==> src/inc/clkbuf_defs.svh <==
// Purpose: constants for the clock buffer serial register bank and output gating
// Assumes: 40 MHz block clock
// Notes: register indices are byte indices on the serial bus
`ifndef CLKBUF_DEFS_SVH
`define CLKBUF_DEFS_SVH

`define WR_ADDR 8'hDC
`define RD_ADDR 8'hDD

`define IDX_CTRL 8'h00
`define IDX_EN 8'h01
`define IDX_STOPPABLE 8'h02
`define IDX_RSVD 8'h03
`define IDX_IDENT 8'h04
`define IDX_PART 8'h05
`define IDX_COUNT 8'h06

`define B_SLEEP_PARK 7
`define B_HALT_PARK 6
`define B_SLEEP_SENSE 5
`define B_LOOP_BW 2
`define B_HALVING 0

`define RST_SLEEP_PARK 1'b0
`define RST_HALT_PARK 1'b0
`define RST_SLEEP_SENSE 1'b0
`define RST_LOOP_BW 1'b1
`define RST_HALVING 1'b1
`define RST_EN 8'hFF
`define RST_STOPPABLE 8'h00
`define RST_COUNT 8'h07

`define CLK_PERIOD_NS 25
`define LOCK_TIME_NS 1000000
`define LOCK_CYCLES (`LOCK_TIME_NS / `CLK_PERIOD_NS)

`endif

==> src/inc/clkbuf_pkg.sv <==
// Purpose: types shared by the clock buffer control block
// Assumes: nothing
// Notes: constants live in clkbuf_defs.svh
package clkbuf_pkg;
	typedef enum logic [2:0] {
		ST_IDLE = 3'b000,
		ST_ADDR = 3'b001,
		ST_INDEX = 3'b010,
		ST_WCOUNT = 3'b011,
		ST_WDATA = 3'b100,
		ST_RCOUNT = 3'b101,
		ST_RDATA = 3'b110
	} xfer_state_e;
endpackage

==> src/verilog/clock_buffer_smbus_output_control.sv <==
// Purpose: serial register bank and output gating for an eight-pair clock buffer
// Assumes: ref_clock_in, bus pins, power and halt pins are async to clk
// Notes: analog drive strength is not modelled; pll_enable and pll_locked stand in for the loop
`include "clkbuf_defs.svh"
module clock_buffer_smbus_output_control #(
	parameter int LOCK_CYCLES = `LOCK_CYCLES,
	parameter logic [3:0] REVISION_CODE = 4'h3, // Arbitrary value
	parameter logic [3:0] MAKER_CODE = 4'h5, // Arbitrary value
	parameter logic [7:0] PART_CODE = 8'h4C // Arbitrary value
) (
	input wire logic clk,
	input wire logic arst_n,
	input wire logic scl_in,
	input wire logic sda_in,
	output logic sda_out,
	output logic sda_oe_n,
	input wire logic ref_clock_in,
	input wire logic power_down_n,
	input wire logic output_halt_n,
	input wire logic [7:0] output_gate_pin,
	input wire logic gate_sense_invert,
	output logic [7:0] clk_out_true,
	output logic [7:0] clk_out_comp,
	output logic [7:0] true_oe_n,
	output logic [7:0] comp_oe_n,
	output logic pll_enable,
	output logic pll_locked,
	output logic loop_bandwidth_select,
	output logic input_halving_select
);
	logic rst_s1_q, rst_n;
	clkbuf_pkg::xfer_state_e state_q;
	logic [7:0] ptr_q, count_q, en_q, stoppable_q, part_q, left_q;
	logic sleep_park_q, halt_park_q, sleep_sense_q, loop_bw_q, halving_q;
	logic start_p, stop_p, rx_valid, tx_done, tx_acked, ack_req, tx_mode;
	logic [7:0] rx_byte, tx_byte;
	logic ref_s1_q, ref_q, ref_p_q, phase_q, phase_p_q, phase_rise, phase_fall;
	logic pd_synced, pd_stable, halt_stable, pd_req, stop_req;
	logic pd_park_q, pll_on_q, locked_q;
	logic [31:0] lock_cnt_q;
	logic [7:0] gate_s1_q, gate_q, stopped_q, run_q;
	logic inv_s1_q, inv_q;
	logic [7:0] true_q, comp_q, true_oe_n_q, comp_oe_n_q;

	// Register read mux; reserved and unmapped read zero
	function automatic logic [7:0] reg_read(input logic [7:0] idx);
		logic [7:0] v;
		v = 8'h00;
		unique case (idx)
			`IDX_CTRL: begin
				v[`B_SLEEP_PARK] = sleep_park_q;
				v[`B_HALT_PARK] = halt_park_q;
				v[`B_SLEEP_SENSE] = sleep_sense_q;
				v[`B_LOOP_BW] = loop_bw_q;
				v[`B_HALVING] = halving_q;
			end
			`IDX_EN: v = en_q;
			`IDX_STOPPABLE: v = stoppable_q;
			`IDX_IDENT: v = {REVISION_CODE, MAKER_CODE};
			`IDX_PART: v = part_q;
			`IDX_COUNT: v = count_q;
			default: v = 8'h00;
		endcase
		return v;
	endfunction

	always_ff @(posedge clk or negedge arst_n) begin
		if (!arst_n) begin
			rst_s1_q <= 1'b0;
			rst_n <= 1'b0;
		end else begin
			rst_s1_q <= 1'b1;
			rst_n <= rst_s1_q;
		end
	end

	smbus_bit_link u_link (
		.clk(clk),
		.rst_n(rst_n),
		.scl_in(scl_in),
		.sda_in(sda_in),
		.sda_out(sda_out),
		.sda_oe_n(sda_oe_n),
		.start_p(start_p),
		.stop_p(stop_p),
		.rx_valid(rx_valid),
		.rx_byte(rx_byte),
		.ack_req(ack_req),
		.tx_mode(tx_mode),
		.tx_byte(tx_byte),
		.tx_done(tx_done),
		.tx_acked(tx_acked)
	);

	// Foreign addresses are not acked, so the link drops out until the next start
	assign ack_req = (state_q == clkbuf_pkg::ST_ADDR) ? (rx_byte == `WR_ADDR || rx_byte == `RD_ADDR)
		: (state_q == clkbuf_pkg::ST_INDEX || state_q == clkbuf_pkg::ST_WCOUNT || state_q == clkbuf_pkg::ST_WDATA);
	assign tx_mode = (state_q == clkbuf_pkg::ST_RCOUNT || state_q == clkbuf_pkg::ST_RDATA);
	assign tx_byte = (state_q == clkbuf_pkg::ST_RCOUNT) ? count_q : reg_read(ptr_q);

	always_ff @(posedge clk or negedge rst_n) begin
		if (!rst_n) begin
			state_q <= clkbuf_pkg::ST_IDLE;
		end else if (start_p) begin
			state_q <= clkbuf_pkg::ST_ADDR;
		end else if (stop_p) begin
			state_q <= clkbuf_pkg::ST_IDLE;
		end else if (rx_valid) begin
			unique case (state_q)
				clkbuf_pkg::ST_ADDR: begin
					if (rx_byte == `WR_ADDR) begin
						state_q <= clkbuf_pkg::ST_INDEX;
					end else if (rx_byte == `RD_ADDR) begin
						state_q <= clkbuf_pkg::ST_RCOUNT;
					end else begin
						state_q <= clkbuf_pkg::ST_IDLE;
					end
				end
				clkbuf_pkg::ST_INDEX: state_q <= clkbuf_pkg::ST_WCOUNT;
				clkbuf_pkg::ST_WCOUNT: state_q <= clkbuf_pkg::ST_WDATA;
				default: state_q <= state_q;
			endcase
		end else if (tx_done) begin
			// Host nack closes the read; it must follow with stop
			state_q <= tx_acked ? clkbuf_pkg::ST_RDATA : clkbuf_pkg::ST_IDLE;
		end
	end

	always_ff @(posedge clk or negedge rst_n) begin
		if (!rst_n) begin
			ptr_q <= 8'h00;
			left_q <= 8'h00;
		end else if (rx_valid && state_q == clkbuf_pkg::ST_INDEX) begin
			ptr_q <= rx_byte;
		end else if (rx_valid && state_q == clkbuf_pkg::ST_WCOUNT) begin
			left_q <= rx_byte;
		end else if (rx_valid && state_q == clkbuf_pkg::ST_WDATA) begin
			ptr_q <= ptr_q + 8'h01;
			left_q <= left_q - 8'h01;
		end else if (tx_done && tx_acked && state_q == clkbuf_pkg::ST_RDATA) begin
			ptr_q <= ptr_q + 8'h01;
		end
	end

	// The first byte beyond the announced count is acked but not stored; left_q then wraps, so later bytes are stored
	always_ff @(posedge clk or negedge rst_n) begin
		if (!rst_n) begin
			sleep_park_q <= `RST_SLEEP_PARK;
			halt_park_q <= `RST_HALT_PARK;
			sleep_sense_q <= `RST_SLEEP_SENSE;
			loop_bw_q <= `RST_LOOP_BW;
			halving_q <= `RST_HALVING;
			en_q <= `RST_EN;
			stoppable_q <= `RST_STOPPABLE;
			part_q <= PART_CODE;
			count_q <= `RST_COUNT;
		end else if (rx_valid && state_q == clkbuf_pkg::ST_WDATA && left_q != 8'h00) begin
			unique case (ptr_q)
				`IDX_CTRL: begin
					sleep_park_q <= rx_byte[`B_SLEEP_PARK];
					halt_park_q <= rx_byte[`B_HALT_PARK];
					sleep_sense_q <= rx_byte[`B_SLEEP_SENSE];
					loop_bw_q <= rx_byte[`B_LOOP_BW];
					halving_q <= rx_byte[`B_HALVING];
				end
				`IDX_EN: en_q <= rx_byte;
				`IDX_STOPPABLE: stoppable_q <= rx_byte;
				`IDX_PART: part_q <= rx_byte;
				`IDX_COUNT: count_q <= rx_byte;
				default: count_q <= count_q;
			endcase
		end
	end

	// Reference sampled by clk; with halving_q set the phase follows it directly
	always_ff @(posedge clk or negedge rst_n) begin
		if (!rst_n) begin
			{ref_s1_q, ref_q, ref_p_q} <= 3'h0;
			phase_q <= 1'b0;
			phase_p_q <= 1'b0;
		end else begin
			{ref_s1_q, ref_q, ref_p_q} <= {ref_clock_in, ref_s1_q, ref_q};
			phase_p_q <= phase_q;
			if (halving_q) begin
				phase_q <= ref_q;
			end else if (ref_q && !ref_p_q) begin
				phase_q <= ~phase_q;
			end
		end
	end

	// Comp rises when phase falls; comp high-to-low is phase rise
	assign phase_rise = phase_q & ~phase_p_q;
	assign phase_fall = ~phase_q & phase_p_q;

	edge_debounce #(.RESET_LEVEL(1'b1)) u_pd_db (
		.clk(clk),
		.rst_n(rst_n),
		.pin_in(power_down_n),
		.sample_p(phase_fall),
		.synced(pd_synced),
		.stable(pd_stable)
	);

	edge_debounce #(.RESET_LEVEL(1'b1)) u_halt_db (
		.clk(clk),
		.rst_n(rst_n),
		.pin_in(output_halt_n),
		.sample_p(phase_fall),
		.synced(),
		.stable(halt_stable)
	);

	// Release is taken from the plain synced level: power-up needs no clock
	assign pd_req = ~pd_stable & ~pd_synced;
	assign stop_req = ~halt_stable;

	always_ff @(posedge clk or negedge rst_n) begin
		if (!rst_n) begin
			pd_park_q <= 1'b0;
			pll_on_q <= 1'b1;
		end else begin
			if (!pd_synced && pd_req && phase_rise) begin
				pd_park_q <= 1'b1;
			end else if (pd_synced) begin
				pd_park_q <= 1'b0;
			end
			pll_on_q <= ~pd_park_q;
		end
	end

	always_ff @(posedge clk or negedge rst_n) begin
		if (!rst_n) begin
			lock_cnt_q <= 32'h0;
			locked_q <= 1'b0;
		end else if (!pll_on_q) begin
			lock_cnt_q <= 32'h0;
			locked_q <= 1'b0;
		end else if (lock_cnt_q >= 32'(LOCK_CYCLES - 1)) begin
			locked_q <= 1'b1;
		end else begin
			lock_cnt_q <= lock_cnt_q + 32'h1;
		end
	end

	always_ff @(posedge clk or negedge rst_n) begin
		if (!rst_n) begin
			{gate_s1_q, gate_q} <= 16'h0000;
			{inv_s1_q, inv_q} <= 2'h0;
		end else begin
			{gate_s1_q, gate_q} <= {output_gate_pin, gate_s1_q};
			{inv_s1_q, inv_q} <= {gate_sense_invert, inv_s1_q};
		end
	end

	// Stop on the edge that leaves true high; resume all at once on the same edge
	always_ff @(posedge clk or negedge rst_n) begin
		if (!rst_n) begin
			stopped_q <= 8'h00;
		end else if (phase_rise) begin
			stopped_q <= stop_req ? (stopped_q | stoppable_q) : 8'h00;
		end
	end

	always_ff @(posedge clk or negedge rst_n) begin
		if (!rst_n) begin
			run_q <= 8'h00;
		end else begin
			run_q <= {8{locked_q & ~pd_park_q}} & en_q & (gate_q ^ {8{inv_q}}) & ~stopped_q;
		end
	end

	// Disabled pairs park as a stop would; lock wait drives true high so a tri-state park is lifted
	always_ff @(posedge clk or negedge rst_n) begin
		if (!rst_n) begin
			true_q <= 8'hFF;
			comp_q <= 8'h00;
			true_oe_n_q <= 8'h00;
			comp_oe_n_q <= 8'h00;
		end else begin
			for (int i = 0; i < 8; i++) begin
				if (pd_park_q) begin
					true_q[i] <= 1'b1;
					comp_q[i] <= 1'b0;
					true_oe_n_q[i] <= sleep_park_q;
					comp_oe_n_q[i] <= 1'b1;
				end else if (!locked_q) begin
					true_q[i] <= 1'b1;
					comp_q[i] <= 1'b0;
					true_oe_n_q[i] <= 1'b0;
					comp_oe_n_q[i] <= 1'b0;
				end else if (run_q[i]) begin
					true_q[i] <= phase_q;
					comp_q[i] <= ~phase_q;
					true_oe_n_q[i] <= 1'b0;
					comp_oe_n_q[i] <= 1'b0;
				end else begin
					true_q[i] <= 1'b1;
					comp_q[i] <= 1'b0;
					true_oe_n_q[i] <= halt_park_q;
					comp_oe_n_q[i] <= 1'b1;
				end
			end
		end
	end

	assign clk_out_true = true_q;
	assign clk_out_comp = comp_q;
	assign true_oe_n = true_oe_n_q;
	assign comp_oe_n = comp_oe_n_q;
	assign pll_enable = pll_on_q;
	assign pll_locked = locked_q;
	assign loop_bandwidth_select = loop_bw_q;
	assign input_halving_select = halving_q;
endmodule // clock_buffer_smbus_output_control

==> src/verilog/edge_debounce.sv <==
// Purpose: synchronise an async pin and accept a level only when stable for two samples
// Assumes: sample_p is a one-cycle pulse on the same clock
// Notes: synced is the plain two-flop copy
module edge_debounce #(
	parameter logic RESET_LEVEL = 1'b1
) (
	input wire logic clk,
	input wire logic rst_n,
	input wire logic pin_in,
	input wire logic sample_p,
	output logic synced,
	output logic stable
);
	logic s1_q;
	logic s2_q;
	logic samp_q;
	logic stable_q;

	always_ff @(posedge clk or negedge rst_n) begin
		if (!rst_n) begin
			s1_q <= RESET_LEVEL;
			s2_q <= RESET_LEVEL;
		end else begin
			s1_q <= pin_in;
			s2_q <= s1_q;
		end
	end

	always_ff @(posedge clk or negedge rst_n) begin
		if (!rst_n) begin
			samp_q <= RESET_LEVEL;
			stable_q <= RESET_LEVEL;
		end else if (sample_p) begin
			samp_q <= s2_q;
			if (s2_q == samp_q) begin
				stable_q <= s2_q;
			end
		end
	end

	assign synced = s2_q;
	assign stable = stable_q;
endmodule // edge_debounce

==> src/verilog/smbus_bit_link.sv <==
// Purpose: serial bus target bit engine: start/stop, byte shift, acknowledge
// Assumes: bus clock far below the block clock
// Notes: byte meaning is decided by the caller through ack_req and tx_mode
module smbus_bit_link (
	input wire logic clk,
	input wire logic rst_n,
	input wire logic scl_in,
	input wire logic sda_in,
	output logic sda_out,
	output logic sda_oe_n,
	output logic start_p,
	output logic stop_p,
	output logic rx_valid,
	output logic [7:0] rx_byte,
	input wire logic ack_req,
	input wire logic tx_mode,
	input wire logic [7:0] tx_byte,
	output logic tx_done,
	output logic tx_acked
);
	logic scl_s1_q, scl_q, scl_p_q, sda_s1_q, sda_q, sda_p_q;
	logic active_q, txing_q, acked_q, drive_low_q;
	logic [3:0] cnt_q;
	logic [7:0] shift_q;
	logic scl_rise, scl_fall;

	always_ff @(posedge clk or negedge rst_n) begin
		if (!rst_n) begin
			{scl_s1_q, scl_q, scl_p_q} <= 3'h7;
			{sda_s1_q, sda_q, sda_p_q} <= 3'h7;
		end else begin
			{scl_s1_q, scl_q, scl_p_q} <= {scl_in, scl_s1_q, scl_q};
			{sda_s1_q, sda_q, sda_p_q} <= {sda_in, sda_s1_q, sda_q};
		end
	end

	assign scl_rise = scl_q & ~scl_p_q;
	assign scl_fall = ~scl_q & scl_p_q;
	assign start_p = scl_q & scl_p_q & sda_p_q & ~sda_q;
	assign stop_p = scl_q & scl_p_q & ~sda_p_q & sda_q;
	assign rx_valid = active_q & scl_fall & (cnt_q == 4'h8) & ~txing_q;
	assign tx_done = active_q & scl_rise & (cnt_q == 4'h8) & txing_q;
	assign tx_acked = ~sda_q;

	always_ff @(posedge clk or negedge rst_n) begin
		if (!rst_n) begin
			active_q <= 1'b0;
			txing_q <= 1'b0;
			acked_q <= 1'b0;
			drive_low_q <= 1'b0;
			cnt_q <= 4'h0;
			shift_q <= 8'h00;
		end else if (start_p) begin
			active_q <= 1'b1;
			txing_q <= 1'b0;
			drive_low_q <= 1'b0;
			cnt_q <= 4'h0;
		end else if (stop_p) begin
			active_q <= 1'b0;
			drive_low_q <= 1'b0;
		end else if (active_q && scl_rise) begin
			if (cnt_q < 4'h8) begin
				if (!txing_q) begin
					shift_q <= {shift_q[6:0], sda_q};
				end
				cnt_q <= cnt_q + 4'h1;
			end else if (cnt_q == 4'h8) begin
				acked_q <= ~sda_q;
				cnt_q <= 4'h9;
			end
		end else if (active_q && scl_fall) begin
			if (cnt_q == 4'h8) begin
				drive_low_q <= ~txing_q & ack_req;
			end else if (cnt_q == 4'h9) begin
				cnt_q <= 4'h0;
				// Unacked byte or host refusal ends our part until the next start
				if (txing_q ? !acked_q : !drive_low_q) begin
					active_q <= 1'b0;
					drive_low_q <= 1'b0;
				end else if (tx_mode) begin
					txing_q <= 1'b1;
					shift_q <= tx_byte;
					drive_low_q <= ~tx_byte[7];
				end else begin
					txing_q <= 1'b0;
					drive_low_q <= 1'b0;
				end
			end else if (cnt_q != 4'h0 && txing_q) begin
				shift_q <= {shift_q[6:0], 1'b0};
				drive_low_q <= ~shift_q[6];
			end
		end
	end

	assign rx_byte = shift_q;
	assign sda_out = 1'b0;
	assign sda_oe_n = ~drive_low_q;
endmodule // smbus_bit_link

==> config.mk <==
export PLATFORM = sky130hd
export DESIGN_NAME = clock_buffer_smbus_output_control
export DESIGN_NICKNAME = d
export VERILOG_FILES = /design/src/inc/clkbuf_pkg.sv /design/src/verilog/clock_buffer_smbus_output_control.sv /design/src/verilog/edge_debounce.sv /design/src/verilog/smbus_bit_link.sv
export VERILOG_INCLUDE_DIRS = /design/src /design/src/inc
export SDC_FILE = /design/constraint.sdc
export NUM_CORES = 1
export LEC_CHECK = 0
export BUFFER_PORTS_ARGS = -buffer_cell sky130_fd_sc_hd__buf_2
export CAP_MARGIN = 0
export CORE_MARGIN = 2
export CORE_UTILIZATION = 36
export CTS_CLUSTER_DIAMETER = 100
export CTS_CLUSTER_SIZE = 8
export DETAILED_ROUTE_END_ITERATION = 12
export HOLD_SLACK_MARGIN = 0.12
export PLACE_DENSITY = 0.49
export SYNTH_ARGS = -nofsm -noshare
export SYNTH_HDL_FRONTEND = slang
export SYNTH_SLANG_ARGS = --single-unit
==> constraint.sdc <==
create_clock -name clk -period 6.72 [get_ports clk]
set_input_delay 0.672 -clock clk [delete_from_list [all_inputs] [get_ports clk]]
set_output_delay 0.672 -clock clk [all_outputs]
set_load 0.02 [all_outputs]
==> impl_metrics.yaml <==
sta:
  hold_viol_final: 0
  rsz0062_at_grt: "false"
  setup_viol_count_final: 0
  fin_ws_ps: 4150
  min_period_over_period: 0.383
  finalMaxSlewViolations: 0
  holdWs_ps: 331
  layout_min_cycle_time_ps: 2570
  relSlewSlack: 0.277
  worstMarginPinSlew_ps: 1090
  fin_tns_setup_ps: 0
  final.setup_skew_ps: 13.3
  fmax_ghz: 0.389
place:
  placedCellCount: 1082
  numPortBuffers: 52
  dp_hpwl_um: 12900
  finalWeightedCongestion: 0.886
  dp_slack_ps: 4210
worst_hold_path:
  hp-class: "input port to register"
  hold_path_depth: 1
  min-delay-start: "sda_in"
  holdPathEnd: "u_link.sda_s1_q$_DFF_PN1_"
global_routing:
  grt-ovfl-total: 0
  grt_max_degree: 88
  grt_use_total: 0.163
  grt_pass1_vias: 5935
  grt_pass1_wl_um: 31600
  antenna_found_initial: 0
die:
  row_count: 56
  die_width_um: 158
  core-area_um2: 23300
  die_h_um: 158
  start_util: 0.364
  ioPinCount: 54
  dieArea_um2: 24800
logic_synthesis:
  ys_seq_elements: 194
  synth-async-reset-ratio: 1.00
  synth_area_per_cell_um2: 11.4
  synthTopCellsByArea: "dfrtp_1 46%, dfstp_2 12%, mux2_2 4.9%"
  ys.flop_type: "dfrtp_1"
  synth-edff-count: 0
  yosysWarnings: 0
  synth_top_area_share: 0.457
  syn_inst: 748
  synth_nets: 774
  yosysUniqueCellTypes: 77
  syn_area_um2: 8490
  post-synth-top-area-cell: "dfrtp_1"
  ys_seq_area_frac: 0.577
final_layout:
  multi_input_area_um2: 3310
  antenna_cells: 0
  final-seq-area_um2: 4910
  area_growth_syn_to_layout_pct: 13.6
  fill_cells: 2225
  fin_util: 0.413
  final_nets: 809
  layout-drive-gt1-share: 0.227
  fin_cells: 1115
route:
  drt-total-wl_um: 18600
  drc_errors: 0
  via_per_inst: 5.10
  wl_per_cell_um: 16.7
  drt_iter0_drc: 308
  vias: 5688
  dr.pass1.iters: 5
  ant_nets: 0
critical_path:
  critPathMaxFanout: 25
  rr_endpoint: "u_link.rx_byte[7]$_DFFE_PN0P_"
  critPathLaunchType: "register"
  reg2reg_slack_ps: 4150
  critPathArrivalTime_ps: 2890
  critPathRequiredTime_ps: 7040
  path_class: "register to register"
  rr_startpoint: "ptr_q[2]$_DFFE_PN0P_"
  end_kind: "register"
  r2r.worst_path.cells: 5
cts:
  post_cts.repair.setup_buffers: 0
  cts_tree: "built"
  clock_sinks: 194
  cts_root_buf: "clkbuf_16"
  path_clk_slew_ps: 80
  clock_latency_ps: 430
  ctsHoldBuffers: 1
  htreeDepth: 4
  ctsLongestPathBuffers: 2
  cts_resized: 0
  cts_made_buffers: 17
run_status:
  status: "complete, no violations"
power_and_ir_drop:
  power_density_nw_per_um2: 262
  irDropWorstVdd_uv: 195
  leakage_nw: 4.54
run:
  drv_cap: 0
synth_stat cells, types with 3 or more instances:
library cell / instances
a211oi_1: 3
a21o_1: 5
a21oi_1: 37
a221o_1: 3
a221oi_1: 4
a31oi_1: 6
and2_1: 22
and3_1: 9
and3b_1: 4
buf_2: 7
clkbuf_1: 29
dfrtp_1: 155
dfstp_2: 39
ha_1: 10
inv_1: 29
mux2_1: 5
mux2_2: 37
mux2i_1: 19
nand2_1: 63
nand2b_1: 15
nand3_1: 20
nand3_2: 3
nand3b_1: 10
nand4_1: 4
nand4b_1: 4
nor2_1: 45
nor2b_1: 12
nor3_1: 9
nor3b_1: 6
nor4_1: 8
nor4b_1: 12
o21ai_0: 33
o31ai_1: 4
o32ai_1: 3
or3_1: 3
xnor2_1: 18
xor2_1: 3
where the power goes:
| group | leakage [nW] | internal [mW] | switching (mW) |
|---|---|---|---|
| clock network | 0.301 | 0.517 | 0.504 |
| logic | 1.74 | 0.0822 | 0.119 |
| registers | 2.50 | 1.23 | 0.0693 |
| total | 4.54 | 1.83 | 0.692 |
sequential cells by signal, summed over array words and instances (netlist names), 4 cells and up:
| signal | cells |
|---|---|
| left_q | 8 |
| u_link.cnt_q | 4 |
| comp_oe_n | 8 |
| clk_out_comp | 8 |
| lock_cnt_q | 32 |
| true_oe_n | 8 |
| part_q | 8 |
| u_link.rx_byte | 8 |
| run_q | 8 |
| clk_out_true | 8 |
| en_q | 8 |
| gate_s1_q | 8 |
| gate_q | 8 |
| count_q | 8 |
| stopped_q | 8 |
| ptr_q | 8 |
| stoppable_q | 8 |
critical path, cell delays in order (launching register included):
cell and delay [ps]:
dfrtp_1 940, mux2_2 410, a22o_1 180, o32ai_1 490
o21ai_0 150, mux2_2 280
cell usage in the layout, fill, tap and decap left out, types with 4 or more instances in the layout:
master / Yosys / final
o31ai_1: 4 / 4
mux2i_1: 19 / 19
inv_1: 29 / 29
nand2_1: 63 / 63
and3_1: 9 / 9
and3b_1: 4 / 4
nand3b_1: 10 / 10
ha_1: 10 / 10
dfstp_2: 39 / 39
a21oi_1: 37 / 37
and2_1: 22 / 22
nand3_1: 20 / 20
o21ai_0: 33 / 33
nand4_1: 4 / 4
nor4_1: 8 / 8
mux2_2: 37 / 37
nor2_1: 45 / 45
clkinv_8: 0 / 8
nand2b_1: 15 / 15
clkbuf_16: 0 / 17
dfrtp_1: 155 / 154
nor4b_1: 12 / 12
a221oi_1: 4 / 4
nor2b_1: 12 / 12
nor3b_1: 6 / 6
nor3_1: 9 / 9
a31oi_1: 6 / 6
nand4b_1: 4 / 4
xnor2_1: 18 / 18
a21o_1: 5 / 5
buf_2: 7 / 52
mux2_1: 5 / 5
worst max-delay path by stage:
stage                                          end  slack, ps  cells past startpoint                        start
floorplan                clk_out_comp[0]$_DFF_PN0_        980                      0              rst_n$_DFF_PN0_
global placement    u_link.drive_low_q$_DFFE_PN0P_       4210                      5         ptr_q[2]$_DFFE_PN0P_
detailed placement   u_link.rx_byte[7]$_DFFE_PN0P_       4210                      5         ptr_q[2]$_DFFE_PN0P_
CTS                  u_link.rx_byte[7]$_DFFE_PN0P_       4180                      5         ptr_q[2]$_DFFE_PN0P_
global route         u_link.rx_byte[1]$_DFFE_PN0P_       3990                      7  u_link.cnt_q[1]$_DFFE_PN0P_
finish               u_link.rx_byte[7]$_DFFE_PN0P_       4150                      5         ptr_q[2]$_DFFE_PN0P_
per-layer routing:
| metal | vias up | part of all wire | GRT usage |
|---|---|---|---|
| met5 | - | 0 | 0 |
| met4 | 0 | 0.011 | 0.0403 |
| met3 | 11 | 0.029 | 0.0320 |
| met2 | 102 | 0.47 | 0.261 |
| met1 | 2878 | 0.49 | 0.228 |
| li1 | 2697 | - | - |
stage by stage:
step / instance area, um^2 / total power [mW]
after floorplan: 8490 / 1.46
after global placement: 9010 / 1.52
after detailed placement: 9010 / 1.53
after CTS: 9650 / 2.57
after global routing: 9650 / 2.66
final: 9650 / 2.53
cells by family (layout without fill, tap and decap cells):
family                     after synthesis  in the layout  synth area share
other                                    2              2          0.000884
adders and majority gates               10             10            0.0147
and+or+nand+nor                        265            265             0.178
AOI/OAI and AO/OA                      126            126            0.0969
muxes                                   61             61            0.0781
xor gates and xnor gates                21             21            0.0217
DFF                                    194            194             0.577
buffers and inverters                   69            117            0.0324
area by class of cell:
class	count	share of cell area
Inverter	30	0.0117
Sequential cell	194	0.509
Clock buffer	18	0.0455
Multi-Input combinational cell	485	0.344
Timing Repair Buffer	55	0.0296
Tap cell	319	0.0414
Clock inverter	14	0.0195
No activity file was read; power rests on OpenSTA's default activity.
